$ cat src/rtl/amc_params.svh
// Offsets, field positions, reset values and timing counts of the mode and fault controller
`ifndef AMC_PARAMS_SVH
`define AMC_PARAMS_SVH

// ==========================================================================
// Clock and times
`define AMC_CLK_HZ        20000000
`define AMC_TICK_MS       1
`define AMC_TICK_CYC      ((`AMC_CLK_HZ / 1000) * `AMC_TICK_MS)
`define AMC_IDLE_MIN      13
`define AMC_IDLE_MS       (`AMC_IDLE_MIN * 60 * 1000)
`define AMC_RAIL_MS       100
`define AMC_DB_MS         3

// ==========================================================================
// Register byte offsets
`define AMC_OFF_CTRL      8'h00
`define AMC_OFF_STATUS    8'h04
`define AMC_OFF_IRQ_STAT  8'h08
`define AMC_OFF_IRQ_MASK  8'h0c
`define AMC_OFF_IDLE_CNT  8'h10

// ==========================================================================
// Control fields
`define AMC_CTRL_AMP_DIS  0
`define AMC_CTRL_IDLE_RST 1
`define AMC_CTRL_RST      2'h0

// ==========================================================================
// Status fields
`define AMC_ST_OPER       0
`define AMC_ST_RAIL       1
`define AMC_ST_OCP        2
`define AMC_ST_THERM      3
`define AMC_ST_MOV        4
`define AMC_ST_TRIG12     5
`define AMC_ST_TRIG35     6
`define AMC_ST_AUDIO      7
`define AMC_ST_ENLINE     8
`define AMC_ST_AMPRUN     9

// ==========================================================================
// Interrupt events, same layout in status and mask
`define AMC_EV_OPER       0
`define AMC_EV_STBY       1
`define AMC_EV_OCP        2
`define AMC_EV_THERM      3
`define AMC_EV_MOV        4
`define AMC_EV_W          5
`define AMC_MASK_RST      5'h00

`endif

$ cat src/rtl/amc_pkg.sv
// Types shared by the mode and fault controller
package amc_pkg;

  // Operating modes
  typedef enum logic [1:0] {
    AMC_RAIL_WAIT,
    AMC_STANDBY,
    AMC_OPER
  } amc_mode_e;

  // Inputs arriving from pins and analog detectors
  typedef struct packed {
    logic trig12;
    logic trig35;
    logic audio;
    logic amp_en;
    logic short_det;
    logic zobel_trip;
    logic sat_trip;
    logic ovt_a;
    logic ovt_b;
    logic mains_ov;
  } amc_pins_s;

endpackage

$ cat src/rtl/amc_sync_filter.sv
// Two-flop synchroniser with per-bit stability filter on a tick enable
`timescale 1ns/10ps
module amc_sync_filter #(
  parameter int unsigned          N       = 10,
  parameter int unsigned          DB      = 3,
  parameter logic        [N-1:0]  RST_VAL = '0
) (
  // Clock and reset
  input  wire logic         mclk,
  input  wire logic         rst_n,
  // Slow enable
  input  wire logic         tick,
  // Raw and filtered levels
  input  wire logic [N-1:0] d,
  output logic      [N-1:0] q
);

  logic [N-1:0] s1_r;
  logic [N-1:0] s2_r;
  logic [N-1:0] q_r;
  logic [N-1:0] q_nxt;
  logic [2:0]   cnt_r   [N];
  logic [2:0]   cnt_nxt [N];

  // ========================================================================
  // Filter
  // A level must stand DB ticks before it is passed on; glitches restart it
  always_comb
  begin
    q_nxt = q_r;
    for (int i = 0; i < N; i++)
    begin
      cnt_nxt[i] = cnt_r[i];
      if (s2_r[i] == q_r[i])
        cnt_nxt[i] = 3'h0;
      else if (tick)
      begin
        if (cnt_r[i] >= 3'(DB - 1))
        begin
          q_nxt[i]   = s2_r[i];
          cnt_nxt[i] = 3'h0;
        end
        else
          cnt_nxt[i] = cnt_r[i] + 3'h1;
      end
    end
  end

  // Only the second flop reads the first
  always_ff @(posedge mclk or negedge rst_n)
  begin
    if (!rst_n)
    begin
      s1_r <= RST_VAL;
      s2_r <= RST_VAL;
      q_r  <= RST_VAL;
      for (int i = 0; i < N; i++)
        cnt_r[i] <= 3'h0;
    end
    else
    begin
      s1_r <= d;
      s2_r <= s1_r;
      q_r  <= q_nxt;
      for (int i = 0; i < N; i++)
        cnt_r[i] <= cnt_nxt[i];
    end
  end

  assign q = q_r;

endmodule // amc_sync_filter

$ cat src/rtl/amc_ctrl.sv
// Mode selection, inactivity timer, fault signalling and AHB-Lite registers
`timescale 1ns/10ps
`include "amc_params.svh"

// Contract
// - Overcurrent monitor high, low on short
// - Zobel or saturation trip also lowers it
// - Overheat: amplifiers off, thermal monitor low
// - Enable line released to internal pull-up
// - Enable line low keeps amplifiers off
// - Overheat or overcurrent drives enable low
// - Either trigger high selects operational mode
// - Triggers low: standby after 13 silent minutes
// - Audio detection selects operational mode
// - Inactivity timer returns to standby
// - Separate operational and standby indicators
// - Standby rail ready 100 ms after power
// - Mains overvoltage holds supply off until standby
module amc_ctrl #(
  parameter int unsigned TICK_CYC = `AMC_TICK_CYC,
  parameter int unsigned IDLE_MS  = `AMC_IDLE_MS
) (
  // Clock and reset
  input  wire logic              mclk,
  input  wire logic              rst_n,
  // AHB-Lite slave
  input  wire logic              hsel,
  input  wire logic [31:0]       haddr,
  input  wire logic [1:0]        htrans,
  input  wire logic              hwrite,
  input  wire logic [2:0]        hsize,
  input  wire logic [31:0]       hwdata,
  input  wire logic              hready,
  output logic                   hreadyout,
  output logic [31:0]            hrdata,
  output logic                   hresp,
  // Pins and detectors
  input  wire amc_pkg::amc_pins_s pins,
  // Fault monitors, active low
  output logic                   ocp_mon_out,
  output logic                   thermal_mon_out,
  // Bidirectional amplifier enable line
  output logic                   amp_en_o,
  output logic                   amp_en_oe_n,
  // Power and indicators
  output logic                   amp_run_out,
  output logic                   on_indicator_out,
  output logic                   standby_indicator_out,
  output logic                   standby_rail_en_out,
  output logic                   main_psu_en_out,
  // Interrupt
  output logic                   irq_out
);
  import amc_pkg::*;

  amc_pins_s          syn;
  logic [14:0]        tick_cnt_r, tick_cnt_nxt;
  logic               tick_r, tick_nxt;
  logic [6:0]         rail_cnt_r, rail_cnt_nxt;
  logic               rail_ok_r, rail_ok_nxt;
  amc_mode_e          mode_r, mode_nxt;
  logic [19:0]        idle_cnt_r, idle_cnt_nxt;
  logic               trig_any_r, trig_any_nxt;
  logic               mov_r, mov_nxt;
  logic               ocp_f_r, ocp_f_nxt;
  logic               therm_f_r, therm_f_nxt;
  logic               amp_run_r, amp_run_nxt;
  logic               en_drive_r, en_drive_nxt;
  logic [1:0]         ctrl_r, ctrl_nxt;
  logic [`AMC_EV_W-1:0] irq_stat_r, irq_stat_nxt;
  logic [`AMC_EV_W-1:0] irq_mask_r, irq_mask_nxt;
  logic               irq_r, irq_nxt;
  logic               dp_wr_r, dp_wr_nxt;
  logic [7:0]         dp_addr_r, dp_addr_nxt;
  logic [31:0]        hrdata_r, hrdata_nxt;
  logic               want_oper;
  logic               trig_fall;
  logic               idle_rst;
  logic [`AMC_EV_W-1:0] ev;
  logic               ap_valid;

  // Register offset decode, shared by read and write paths
  function automatic logic [2:0] reg_dec(input logic [7:0] a);
    case (a)
      `AMC_OFF_CTRL:     reg_dec = 3'h1;
      `AMC_OFF_STATUS:   reg_dec = 3'h2;
      `AMC_OFF_IRQ_STAT: reg_dec = 3'h3;
      `AMC_OFF_IRQ_MASK: reg_dec = 3'h4;
      `AMC_OFF_IDLE_CNT: reg_dec = 3'h5;
      default:           reg_dec = 3'h0;
    endcase
  endfunction

  // ========================================================================
  // Input conditioning
  // Faults pass the same filter; a few ms of latency is far below the
  // analog protection's own reaction time
  amc_sync_filter #(
    .N       (10),
    .DB      (`AMC_DB_MS),
    .RST_VAL (10'h040)
  ) u_filt (
    .mclk  (mclk),
    .rst_n (rst_n),
    .tick  (tick_r),
    .d     (pins),
    .q     (syn)
  );

  // ========================================================================
  // Millisecond tick and standby rail start-up
  always_comb
  begin
    tick_cnt_nxt = tick_cnt_r + 15'h1;
    tick_nxt     = 1'b0;
    if (tick_cnt_r >= 15'(TICK_CYC - 1))
    begin
      tick_cnt_nxt = 15'h0;
      tick_nxt     = 1'b1;
    end
    rail_cnt_nxt = rail_cnt_r;
    rail_ok_nxt  = rail_ok_r;
    if (tick_r && !rail_ok_r)
    begin
      rail_cnt_nxt = rail_cnt_r + 7'h1;
      if (rail_cnt_r >= 7'(`AMC_RAIL_MS - 1))
        rail_ok_nxt = 1'b1;
    end
  end

  always_ff @(posedge mclk or negedge rst_n)
  begin
    if (!rst_n)
    begin
      tick_cnt_r <= 15'h0;
      tick_r     <= 1'b0;
      rail_cnt_r <= 7'h0;
      rail_ok_r  <= 1'b0;
    end
    else
    begin
      tick_cnt_r <= tick_cnt_nxt;
      tick_r     <= tick_nxt;
      rail_cnt_r <= rail_cnt_nxt;
      rail_ok_r  <= rail_ok_nxt;
    end
  end

  // ========================================================================
  // Mode selection and inactivity timer
  assign want_oper = syn.trig12 | syn.trig35 | syn.audio;
  assign trig_fall = trig_any_r & ~(syn.trig12 | syn.trig35);
  assign idle_rst  = dp_wr_r && reg_dec(dp_addr_r) == 3'h1 && hwdata[`AMC_CTRL_IDLE_RST];

  always_comb
  begin
    mode_nxt     = mode_r;
    trig_any_nxt = syn.trig12 | syn.trig35;
    idle_cnt_nxt = idle_cnt_r;
    // Silence is counted only in operational mode with nothing active
    if (want_oper || trig_fall || idle_rst || mode_r != AMC_OPER)
      idle_cnt_nxt = 20'h0;
    else if (tick_r && idle_cnt_r < 20'(IDLE_MS))
      idle_cnt_nxt = idle_cnt_r + 20'h1;
    case (mode_r)
      AMC_RAIL_WAIT:
        if (rail_ok_r)
          mode_nxt = AMC_STANDBY;
      AMC_STANDBY:
        if (want_oper)
          mode_nxt = AMC_OPER;
      AMC_OPER:
        if (!want_oper && idle_cnt_r >= 20'(IDLE_MS))
          mode_nxt = AMC_STANDBY;
      default:
        mode_nxt = AMC_RAIL_WAIT;
    endcase
  end

  always_ff @(posedge mclk or negedge rst_n)
  begin
    if (!rst_n)
    begin
      mode_r     <= AMC_RAIL_WAIT;
      trig_any_r <= 1'b0;
      idle_cnt_r <= 20'h0;
    end
    else
    begin
      mode_r     <= mode_nxt;
      trig_any_r <= trig_any_nxt;
      idle_cnt_r <= idle_cnt_nxt;
    end
  end

  // ========================================================================
  // Faults, enable line and supply control
  always_comb
  begin
    ocp_f_nxt   = syn.short_det | syn.zobel_trip | syn.sat_trip;
    therm_f_nxt = syn.ovt_a | syn.ovt_b;
    // Overvoltage latch; a new trip wins over the release in standby
    mov_nxt = mov_r;
    if (mode_r == AMC_STANDBY)
      mov_nxt = 1'b0;
    if (syn.mains_ov)
      mov_nxt = 1'b1;
    en_drive_nxt = ocp_f_r | therm_f_r;
    // Line read back low (host or our own pull-down) keeps both channels off
    amp_run_nxt = mode_r == AMC_OPER && syn.amp_en && !therm_f_r && !ocp_f_r
                  && !ctrl_r[`AMC_CTRL_AMP_DIS];
  end

  always_ff @(posedge mclk or negedge rst_n)
  begin
    if (!rst_n)
    begin
      ocp_f_r    <= 1'b0;
      therm_f_r  <= 1'b0;
      mov_r      <= 1'b0;
      en_drive_r <= 1'b0;
      amp_run_r  <= 1'b0;
    end
    else
    begin
      ocp_f_r    <= ocp_f_nxt;
      therm_f_r  <= therm_f_nxt;
      mov_r      <= mov_nxt;
      en_drive_r <= en_drive_nxt;
      amp_run_r  <= amp_run_nxt;
    end
  end

  // Output drive from flops
  assign ocp_mon_out           = ~ocp_f_r;
  assign thermal_mon_out       = ~therm_f_r;
  assign amp_en_o              = 1'b0;
  assign amp_en_oe_n           = ~en_drive_r;
  assign amp_run_out           = amp_run_r;
  assign on_indicator_out      = mode_r == AMC_OPER;
  assign standby_indicator_out = mode_r == AMC_STANDBY;
  assign standby_rail_en_out   = rail_ok_r;
  assign main_psu_en_out       = mode_r == AMC_OPER && !mov_r;

  // ========================================================================
  // AHB-Lite slave, control and interrupt registers
  // Zero wait states; reads are fetched in the address phase so hrdata
  // comes from a flop, at the cost of a write-then-read of the same
  // register returning the value from before the write
  assign ap_valid = hsel & htrans[1] & hready;

  assign ev[`AMC_EV_OPER]  = mode_nxt == AMC_OPER && mode_r != AMC_OPER;
  assign ev[`AMC_EV_STBY]  = mode_nxt == AMC_STANDBY && mode_r != AMC_STANDBY;
  assign ev[`AMC_EV_OCP]   = ocp_f_nxt & ~ocp_f_r;
  assign ev[`AMC_EV_THERM] = therm_f_nxt & ~therm_f_r;
  assign ev[`AMC_EV_MOV]   = syn.mains_ov & ~mov_r;

  always_comb
  begin
    dp_wr_nxt    = ap_valid & hwrite;
    dp_addr_nxt  = ap_valid ? haddr[7:0] : dp_addr_r;
    ctrl_nxt     = ctrl_r;
    irq_mask_nxt = irq_mask_r;
    irq_stat_nxt = irq_stat_r;
    if (dp_wr_r)
    begin
      case (reg_dec(dp_addr_r))
        3'h1:    ctrl_nxt[`AMC_CTRL_AMP_DIS] = hwdata[`AMC_CTRL_AMP_DIS];
        3'h3:    irq_stat_nxt = irq_stat_r & ~hwdata[`AMC_EV_W-1:0];
        3'h4:    irq_mask_nxt = hwdata[`AMC_EV_W-1:0];
        default: ctrl_nxt = ctrl_r;
      endcase
    end
    // Events set after the clear so a coincident event is kept
    irq_stat_nxt = irq_stat_nxt | ev;
    irq_nxt      = |(irq_stat_r & irq_mask_r);
    hrdata_nxt   = hrdata_r;
    if (ap_valid && !hwrite)
    begin
      case (reg_dec(haddr[7:0]))
        3'h1:    hrdata_nxt = {30'h0, ctrl_r};
        3'h2:    hrdata_nxt = {22'h0, amp_run_r, syn.amp_en, syn.audio, syn.trig35,
                               syn.trig12, mov_r, therm_f_r, ocp_f_r, rail_ok_r,
                               mode_r == AMC_OPER};
        3'h3:    hrdata_nxt = {27'h0, irq_stat_r};
        3'h4:    hrdata_nxt = {27'h0, irq_mask_r};
        3'h5:    hrdata_nxt = {12'h0, idle_cnt_r};
        default: hrdata_nxt = 32'h0;
      endcase
    end
  end

  always_ff @(posedge mclk or negedge rst_n)
  begin
    if (!rst_n)
    begin
      dp_wr_r    <= 1'b0;
      dp_addr_r  <= 8'h00;
      ctrl_r     <= `AMC_CTRL_RST;
      irq_stat_r <= 5'h00;
      irq_mask_r <= `AMC_MASK_RST;
      irq_r      <= 1'b0;
      hrdata_r   <= 32'h0;
    end
    else
    begin
      dp_wr_r    <= dp_wr_nxt;
      dp_addr_r  <= dp_addr_nxt;
      ctrl_r     <= ctrl_nxt;
      irq_stat_r <= irq_stat_nxt;
      irq_mask_r <= irq_mask_nxt;
      irq_r      <= irq_nxt;
      hrdata_r   <= hrdata_nxt;
    end
  end

  assign hreadyout = 1'b1;
  assign hresp     = 1'b0;
  assign hrdata    = hrdata_r;
  assign irq_out   = irq_r;

endmodule // amc_ctrl

$ cat config.mk
export PLATFORM = sky130hd
export DESIGN_NAME = amc_ctrl
export DESIGN_NICKNAME = d
export VERILOG_FILES = /design/src/rtl/amc_pkg.sv /design/src/rtl/amc_sync_filter.sv /design/src/rtl/amc_ctrl.sv
export VERILOG_INCLUDE_DIRS = /design/src /design/src/rtl
export SDC_FILE = /design/constraint.sdc
export NUM_CORES = 1
export LEC_CHECK = 0
export BUFFER_PORTS_ARGS = -buffer_cell sky130_fd_sc_hd__buf_4
export CAP_MARGIN = 15
export CORE_MARGIN = 3
export CORE_UTILIZATION = 60
export CTS_CLUSTER_DIAMETER = 40
export DETAILED_ROUTE_END_ITERATION = 12
export MAX_ROUTING_LAYER = met4
export PLACE_DENSITY = 0.89
export SLEW_MARGIN = 20
export SYNTH_ARGS = -nofsm -noshare
export SYNTH_HDL_FRONTEND = slang
export SYNTH_SLANG_ARGS = --single-unit
$ cat constraint.sdc
create_clock -name mclk -period 5.35 [get_ports mclk]
set_input_delay 1.07 -clock mclk [delete_from_list [all_inputs] [get_ports mclk]]
set_output_delay 1.07 -clock mclk [all_outputs]
set_load 0.01 [all_outputs]
## Word level (Yosys, flattened, before mapping)

Index checks and enable logic that the tools add are counted.

| word-level totals | value |
|---|---|
| bits in registers | 165 |
| input port bits | 84 |
| output and inout bits | 44 |
| logic and storage cells | 232 |

| operators by class | value |
|---|---|
| add/sub/neg operators | 13 |
| order comparisons | 14 |
| equal/unequal tests | 33 |
| mux-type cells | 47 |
| bitwise gates (word level) | 32 |
| reductions and logical operators | 52 |

Operator list:

| operator | count |
|---|---|
| 20-bit case mux with 5 select lines | 1 |
| 3-bit 2-to-1 mux | 32 |
| 20-bit 2-to-1 mux | 2 |
| 8-bit by 4-bit == test with 1-bit output, second input constant | 4 |
| 3-bit by 1-bit adder with 3-bit output, second input constant | 10 |
| 3-bit by 2-bit >= comparator with 1-bit output, second input constant | 10 |
| 3-bit case mux with 5 select lines | 2 |
| 3-bit AND reduction | 10 |
| 2-bit nonzero test | 12 |
| 20-bit by 1-bit adder with 20-bit output, second input constant | 1 |
| 20-bit >= comparator, second input constant | 1 |
| 20-bit less-than comparator, second input constant | 1 |
| 8-bit by 3-bit == test with 1-bit output, second input constant | 2 |
| 8-bit by 5-bit == test with 1-bit output, second input constant | 2 |
| 8-bit zero test | 2 |
| 15-bit by 1-bit adder with 15-bit output, second input constant | 1 |
| 15-bit >= comparator, second input constant | 1 |
| 15-bit 2-to-1 mux | 1 |
| 1-bit NOT | 15 |
| 1-bit logical AND | 13 |
| 5-bit AND | 2 |
| 1-bit == test | 10 |
| 5-bit 2-to-1 mux | 2 |
| 3-bit by 1-bit == test with 1-bit output, second input constant | 3 |
| 20 further kinds | 51 |

## Logic depth before layout (Yosys ltp)

Gate-level depths: netlist of the first run.

| depth | value |
|---|---|
| depth in word-level cells | 9 |
| mapped depth | 7 |
| mapped depth without buffers | 7 |

## Modules after synthesis

A second synthesis of the first run with hierarchy kept.

| second synthesis, totals | value |
|---|---|
| cell total of the unflattened synthesis | 633 |
| area, all modules | 7056.8 µm² |

Modules (own cells, without submodules):

| module | instances | cells each | area an instance (µm²) | seq. area each (µm²) |
|---|---|---|---|---|
| amc_ctrl | 1 | 416 | 4431.8 | 2327.2 |
| amc_sync_filter | 1 | 217 | 2625.0 | 1505.2 |

## Worst setup path after synthesis of the first run

OpenSTA, ideal clock, no wires.

| path | value |
|---|---|
| path kind | input to register |
| start point | in hready |
| end point | reg hrdata_r[10], in the netlist hrdata[10] |
| library setup time | 0.066 ns |
| arrival | 2.344 ns |
| required time | 5.284 ns |
| path slack | 2.940 ns |
| stages on the path | 6 |
| buffers on the path | 1 |
| path through | nand3_1 nand2b_1 nor2_1 and3_1 clkbuf_1 a22o_1 |

| between the ends | value |
|---|---|
| word-level cells in the longest chain between the ends | 2 |

RTL lines:

| element | RTL line | source |
|---|---|---|
| start: declaration | amc_ctrl.sv:33 | `input wire logic hready,` |
| 1-bit AND | amc_ctrl.sv:250 | `assign ap_valid = hsel & htrans[1] & hready;` |
| 1-bit logical AND | amc_ctrl.sv:278 | `if (ap_valid && !hwrite)` |
| end signal: assignment | amc_ctrl.sv:313 | `hrdata_r <= hrdata_nxt;` |
| end: declaration | amc_ctrl.sv:75 | `logic [31:0] hrdata_r, hrdata_nxt;` |

No other way between the ends.
A chain may end at the register's enable or synchronous reset.

## Worst setup path after layout of the first run

| path | value |
|---|---|
| start point | in hready |
| end point | reg hrdata_r[17], in the netlist hrdata[17] |

The elaborated chain is that of the path after synthesis.

==> results.toml, run 1 <==
[logic_synthesis]
ys.flop_type = "dfrtp_1"
ys_types = 53
synth_edf_count = 0
synth.cell_area_um2 = 6842
ys_seq_area_frac = 0.5602
synth_top_cell_area_share = 0.5486
synth_area_leaders = "dfrtp_1, mux2_2, nor2_1, a22o_1, ha_1"
synth-seq-cells = 153
syn_area_per_cell_um2 = 10.83
synth.most_common_cell = "dfrtp_1"
netlist_top_cells_count = "dfrtp_1, nor2_1, nand2_1, a21oi_1"
yosysWarningCount = 0
netlist.top_cell.by_area = "dfrtp_1"
syn_inst = 632
synthArstFlopShare = 1.000

[detailed_routing]
drt_iter0_drc = 616
drc = 0
ant_nets = 0
firstDrtPassIters = 6
viasPerCell = 6.071
vias = 5106
wirelength_mm = 14.68
wl_per_cell_um = 17.46

[worst_hold_path]
worstHoldStart = "u_filt.s1_r[0]"
hold_path_class = "register to register"

[power_and_ir_drop]
power.density_nw_per_um2 = 338.8
leakagePower_nw = 3.710
peakVddDrop_uv = 416.5

[grt]
grt_pass1_wl_mm = 24.85
antenna_found_initial = 0
gr-total-overflow = 0
track_usage = 0.2509
grt_max_degree = 117
grt_pass1_vias = 5184

[placed_design]
postPlaceCellArea_um2 = 7320
place_hpwl_mm = 9.592
numPortBuffers = 57
globalplace.congestion = 0.8774
place_inst = 810

[critical_path]
cp.required_ns = 5.69
worstSetupEndpointType = "register"
worstPathMaxFanout = 22
r2r_start = "dp_addr_r[5]"
startpoint_type = "primary input"
worstSetupPathType = "primary input to register"
crit_path_start = "hready"
arrival_ns = 3.30

[clock_tree]
cts.sinks = 153
cts_setup_buffers = 0
cts_tree = "yes"
cts_buffers = 17
htreeDepth = 4
clkLatencyLatePin_ns = 0.42
clk_path_buf_depth = 2
cts-hold-fix-buffers = 0
root_buffer = "clkbuf_16"
path_clk_slew_ns = 0.06
cts-resized-gates = 0

[timing]
fmax_mhz = 337.7
min_period_ns = 2.961
finalSetupViolCount = 0
slew_violations = 0
maxSlewHeadroom = 0.3288
skew_ns = 0.006445
rsz0062_at_grt = "no"
finalCritPeriodShare = 0.5535
hold_viol_final = 0
tightest_slew_ns = 1.007
fin_setup_tns_ns = 0

[floorplan]
die_area_um2 = 12720
die_y_um = 112.8
start_util = 0.6229
die_w_um = 112.8
io_pins = 128
core.rowCount = 38
coreArea_um2 = 10980

[layout]
final_cell_area_um2 = 8033
drive_above_1_share = 0.1740
syn_to_final_growth_pct = 17.41
finalNonFillerCells = 841
layout.nets = 790
num_antenna_cells = 0

[job]
drv_cap = 0

[status]
outcome = "finished, final reports clean"
-- routing by layer --
| layer | routed length, um | track usage |
|---|---|---|
| met5 | 0 | - |
| met4 | 310 | 0.09375 |
| met3 | 1084 | 0.05936 |
| met2 | 7517 | 0.4131 |
| met1 | 5768 | 0.3029 |
-- worst max-delay path, cell delays in order --
cell and delay (ns):
buf_4 0.08, nand3_1 0.34, nand2b_1 0.68, nor2_1 0.39, and3_1 0.49, a22o_1 0.24
-- layout by cell type (no fill, tap or decap), types with 4 or more instances in the layout --
cell type | netlist | routed
dfrtp_1 | 150 | 150
nor2_1 | 69 | 69
buf_4 | 15 | 58
nand2_1 | 51 | 51
a21oi_1 | 32 | 32
a22o_1 | 27 | 27
o21ai_0 | 27 | 27
nand3_1 | 25 | 25
mux2_2 | 23 | 23
xnor2_1 | 22 | 22
inv_1 | 18 | 18
ha_1 | 17 | 17
clkbuf_16 | 0 | 17
xor2_1 | 16 | 16
conb_1 | 2 | 15
nor3_1 | 12 | 12
nor4_1 | 11 | 11
o211ai_1 | 10 | 10
a22oi_1 | 10 | 10
nand4_1 | 8 | 8
bufinv_16 | 0 | 8
mux2i_1 | 7 | 7
nor2b_1 | 7 | 7
or3_1 | 5 | 5
nand2b_1 | 4 | 4
and2_1 | 4 | 4
or4_1 | 4 | 4
o22ai_1 | 4 | 4
and3_1 | 4 | 4
-- area by class of cell --
| type | count | area [um^2] |
|---|---|---|
| Multi-Input combinational cell | 439 | 2794 |
| Tap cell | 140 | 175.2 |
| Clock buffer | 19 | 442.9 |
| Inverter | 19 | 71.32 |
| Clock inverter | 12 | 270.3 |
| Fill cell | 722 | 2950 |
| Timing Repair Buffer | 59 | 446.7 |
| Sequential cell | 153 | 3832 |
-- power by group --
group          internal, mW  switching (mW)
clock                 0.979           0.459
combinational        0.0350          0.0526
sequential             1.18          0.0146
-- state kept, by name, summed over array words and instances, names as in the netlist --
| register | flops |
|---|---|
| rail_cnt_r | 7 |
| u_filt.q | 10 |
| ctrl_r | 1 |
| en_drive_r | 1 |
| mov_r | 1 |
| tick_r | 1 |
| u_filt.cnt_r | 30 |
| irq_mask_r | 5 |
| dp_addr_r | 8 |
| irq_stat_r | 5 |
| ocp_f_r | 1 |
| trig_any_r | 1 |
| mode_r | 2 |
| dp_wr_r | 1 |
| therm_f_r | 1 |
| irq_out | 1 |
| standby_rail_en_out | 1 |
| hrdata | 20 |
| tick_cnt_r | 15 |
| amp_run_out | 1 |
| u_filt.s1_r | 10 |
| idle_cnt_r | 20 |
| u_filt.s2_r | 10 |
-- final timing paths --
kind / to / slack [ns] / depth (start not counted)
min in group asynchronous: dp_addr_r[1] / 0.79 / 1
min reg2reg: u_filt.s2_r[0] / 0.35 / 0
max in group asynchronous: u_filt.q[6] / 3.43 / 2
max reg2reg: idle_cnt_r[9] / 2.75 / 5
min: u_filt.s2_r[0] / 0.35 / 0
max: hrdata[17] / 2.39 / 6
-- per-stage QoR --
stage | total power, mW | worst slack, ns | hold WS (ns) | utilization
2_1_floorplan | 1.259 | 2.940 | 0.3312 | -
3_3_place_gp | 1.298 | 2.127 | 0.3312 | 0.6664
3_5_place_dp | 1.304 | 1.989 | 0.3371 | 0.6664
4_1_cts | 2.737 | 2.409 | 0.3491 | 0.7314
5_1_grt | 2.803 | 2.224 | 0.3508 | 0.7314
6_report | 2.722 | 2.389 | 0.3478 | 0.7314
-- cell families (layout without fill, tap and decap cells) --
| logic type | after synthesis | in the layout | share of synthesized area |
|---|---|---|---|
| AO/OA/AOI/OAI | 127 | 127 | 0.1247 |
| XOR/XNOR | 38 | 38 | 0.04865 |
| adder cells (fa/ha/maj) | 17 | 17 | 0.03109 |
| buffers and inverters | 53 | 109 | 0.03859 |
| flip-flops | 153 | 153 | 0.5602 |
| multiplexers | 30 | 30 | 0.04810 |
| other | 2 | 15 | 0.001098 |
| AND/OR/NAND/NOR | 212 | 212 | 0.1476 |
Note: power is estimated with default switching activity, not from simulation.
==> run 2, diff against run 1 <==
--- a/config.mk
+++ b/config.mk
@@ -6,14 +6,15 @@
 export SDC_FILE = /design/constraint.sdc
 export NUM_CORES = 1
 export LEC_CHECK = 0
+export ABC_AREA = 1
 export BUFFER_PORTS_ARGS = -buffer_cell sky130_fd_sc_hd__buf_4
 export CAP_MARGIN = 15
 export CORE_MARGIN = 3
-export CORE_UTILIZATION = 60
+export CORE_UTILIZATION = 56
 export CTS_CLUSTER_DIAMETER = 40
 export DETAILED_ROUTE_END_ITERATION = 12
 export MAX_ROUTING_LAYER = met4
-export PLACE_DENSITY = 0.89
+export PLACE_DENSITY = 0.84
 export SLEW_MARGIN = 20
 export SYNTH_ARGS = -nofsm -noshare
 export SYNTH_HDL_FRONTEND = slang
==> constraint.sdc (replaced) <==
create_clock -name mclk -period 2.8 [get_ports mclk]
set_input_delay 0.56 -clock mclk [delete_from_list [all_inputs] [get_ports mclk]]
set_output_delay 0.56 -clock mclk [all_outputs]
set_load 0.01 [all_outputs]
==> run 2 against run 1 <==
Non-clock buffer count grew 8. Clock skew grew 0.0010 ns. Synthesized cell count grew 32%. Cell count is 29% higher. Core utilization shrank 6.7 points. Power grew 73%. Final area is 5.2% higher.
==> results.toml, run 2 <==
[power_and_ir_drop]
peakVddDrop_uv = 451.8
leakagePower_nw = 3.974
power.density_nw_per_um2 = 556.1

[clock_tree]
clk_path_buf_depth = 2
cts.sinks = 153
cts-resized-gates = 0
path_clk_slew_ns = 0.06
htreeDepth = 4
root_buffer = "clkbuf_16"
cts-hold-fix-buffers = 0
clkLatencyLatePin_ns = 0.43
cts_tree = "yes"
cts_setup_buffers = 0
cts_buffers = 17

[logic_synthesis]
syn_inst = 836
synthArstFlopShare = 1.000
synth_edf_count = 0
ys.flop_type = "dfrtp_1"
synth_top_cell_area_share = 0.5130
synth.most_common_cell = "nand2_1"
synth-seq-cells = 153
netlist.top_cell.by_area = "dfrtp_1"
syn_area_per_cell_um2 = 8.752
ys_seq_area_frac = 0.5238
synth_area_leaders = "dfrtp_1, nand2_1, nand3_1, nor2_1, inv_1"
ys_types = 40
yosysWarningCount = 0
netlist_top_cells_count = "nand2_1, dfrtp_1, nor2_1, inv_1, nand3_1"
synth.cell_area_um2 = 7317

[floorplan]
start_util = 0.5751
die_y_um = 120.3
die_w_um = 120.3
coreArea_um2 = 12720
die_area_um2 = 14470
core.rowCount = 41
io_pins = 128

[timing]
rsz0062_at_grt = "no"
fin_setup_tns_ns = 0
maxSlewHeadroom = 0.5031
skew_ns = 0.007456
hold_viol_final = 0
slew_violations = 0
fmax_mhz = 517.6
min_period_ns = 1.932
tightest_slew_ns = 0.7445
finalSetupViolCount = 0
finalCritPeriodShare = 0.6901

[layout]
final_cell_mix = "nand2_1, dfrtp_1, nor2_1"
num_antenna_cells = 0
largest-register = "u_filt.cnt_r"
fill_cells = 1023
largest_register_ffs = 30
drive_above_1_share = 0.1522
syn_to_final_growth_pct = 15.53
layout_commonest_cell = "nand2_1"
finalNonFillerCells = 1085
layout.nets = 1001

[detailed_routing]
ant_nets = 0
wl_per_cell_um = 13.87
vias = 5757
wirelength_mm = 15.04
viasPerCell = 5.306
drc = 0
firstDrtPassIters = 5
drt_iter0_drc = 468

[placed_design]
place_inst = 1053
place_hpwl_mm = 10.50
numPortBuffers = 57
globalplace.congestion = 0.9626

[critical_path]
reg2regPathDepth = 8
cp.required_ns = 2.24
worstSetupEndpointType = "primary output"
r2r_start = "u_filt.q[8]"
r2r_end = "idle_cnt_r[12]"
arrival_ns = 1.37
worstSetupPathType = "register to primary output"
startpoint_type = "register"
worstPathMaxFanout = 4
reg2reg_setup_slack_ns = 0.92

[grt]
track_usage = 0.2253
grt_max_degree = 60
grt_pass1_vias = 5486
antenna_found_initial = 0
grt_pass1_wl_mm = 25.37
gr-total-overflow = 0

[worst_hold_path]
hold_path_class = "primary input to asynchronous set/reset pin"

[job]
drv_cap = 0

[status]
outcome = "finished, final reports clean"
## run 2: report_power, final
part | leakage [nW] | switching (mW) | internal [mW]
clock network | 0.273 | 0.965 | 1.27
logic | 1.70 | 0.110 | 0.0632
registers | 2.00 | 0.0336 | 2.26
total | 3.97 | 1.11 | 3.59
## run 2: worst max-delay path by stage
stage,from,endpoint,slack (ns),cells past startpoint
floorplan,haddr[6],hrdata[0],1.25,9
global placement,hready,hrdata[2],0.48,7
detailed placement,hready,hrdata[2],0.51,7
CTS,mode_r[1],main_psu_en_out,0.82,5
global route,hready,hrdata[12],0.67,5
finish,mode_r[1],main_psu_en_out,0.87,5
## run 2: metrics by stage
stage	cell area (um^2)	hold slack (ns)	setup WS, ns	total power, mW	utilization
after global placement	7874	0.3326	0.4815	2.501	0.6189
after global routing	8453	0.1240	0.6698	4.872	0.6644
final	8453	0.09230	0.8678	4.700	0.6644
after CTS	8453	0.1042	0.8200	4.752	0.6644
after detailed placement	7874	0.3347	0.5060	2.507	0.6189
after floorplan	7366	0.2644	1.246	2.415	-
## run 2: final cells by class
| cell class | count | area, um^2 | area share |
|---|---|---|---|
| Clock buffer | 18 | 439.2 | 0.05195 |
| Clock inverter | 14 | 140.1 | 0.01658 |
| Inverter | 79 | 301.5 | 0.03567 |
| Multi-Input combinational cell | 582 | 3005 | 0.3555 |
| Sequential cell | 153 | 3832 | 0.4534 |
| Tap cell | 172 | 215.2 | 0.02546 |
| Timing Repair Buffer | 67 | 519.2 | 0.06143 |
## run 2: cell families after synthesis
kind of cell             after synthesis  share of synthesized area
AND/OR/NAND/NOR                      395                     0.2343
flip-flops                           153                     0.5238
AO/OA/AOI/OAI                        117                    0.09217
buffers and inverters                114                    0.07216
XOR/XNOR                              32                    0.03830
adder cells (fa/ha/maj)               17                    0.02907
multiplexers                           6                   0.009233
other                                  2                   0.001026
## run 2: critical path: stages, from the launching register on
cell     delay (ns)
dfrtp_1        0.40
inv_2          0.07
nor2_4         0.12
inv_2          0.08
nor2_1         0.13
buf_4          0.14
## run 2: layer usage
| metal | up-vias | GRT usage | routed length, um |
|---|---|---|---|
| met5 | - | - | 0 |
| met4 | 0 | 0.07861 | 241 |
| met3 | 25 | 0.05659 | 822 |
| met2 | 156 | 0.3593 | 7235 |
| met1 | 2741 | 0.2839 | 6744 |
| li1 | 2835 | - | - |
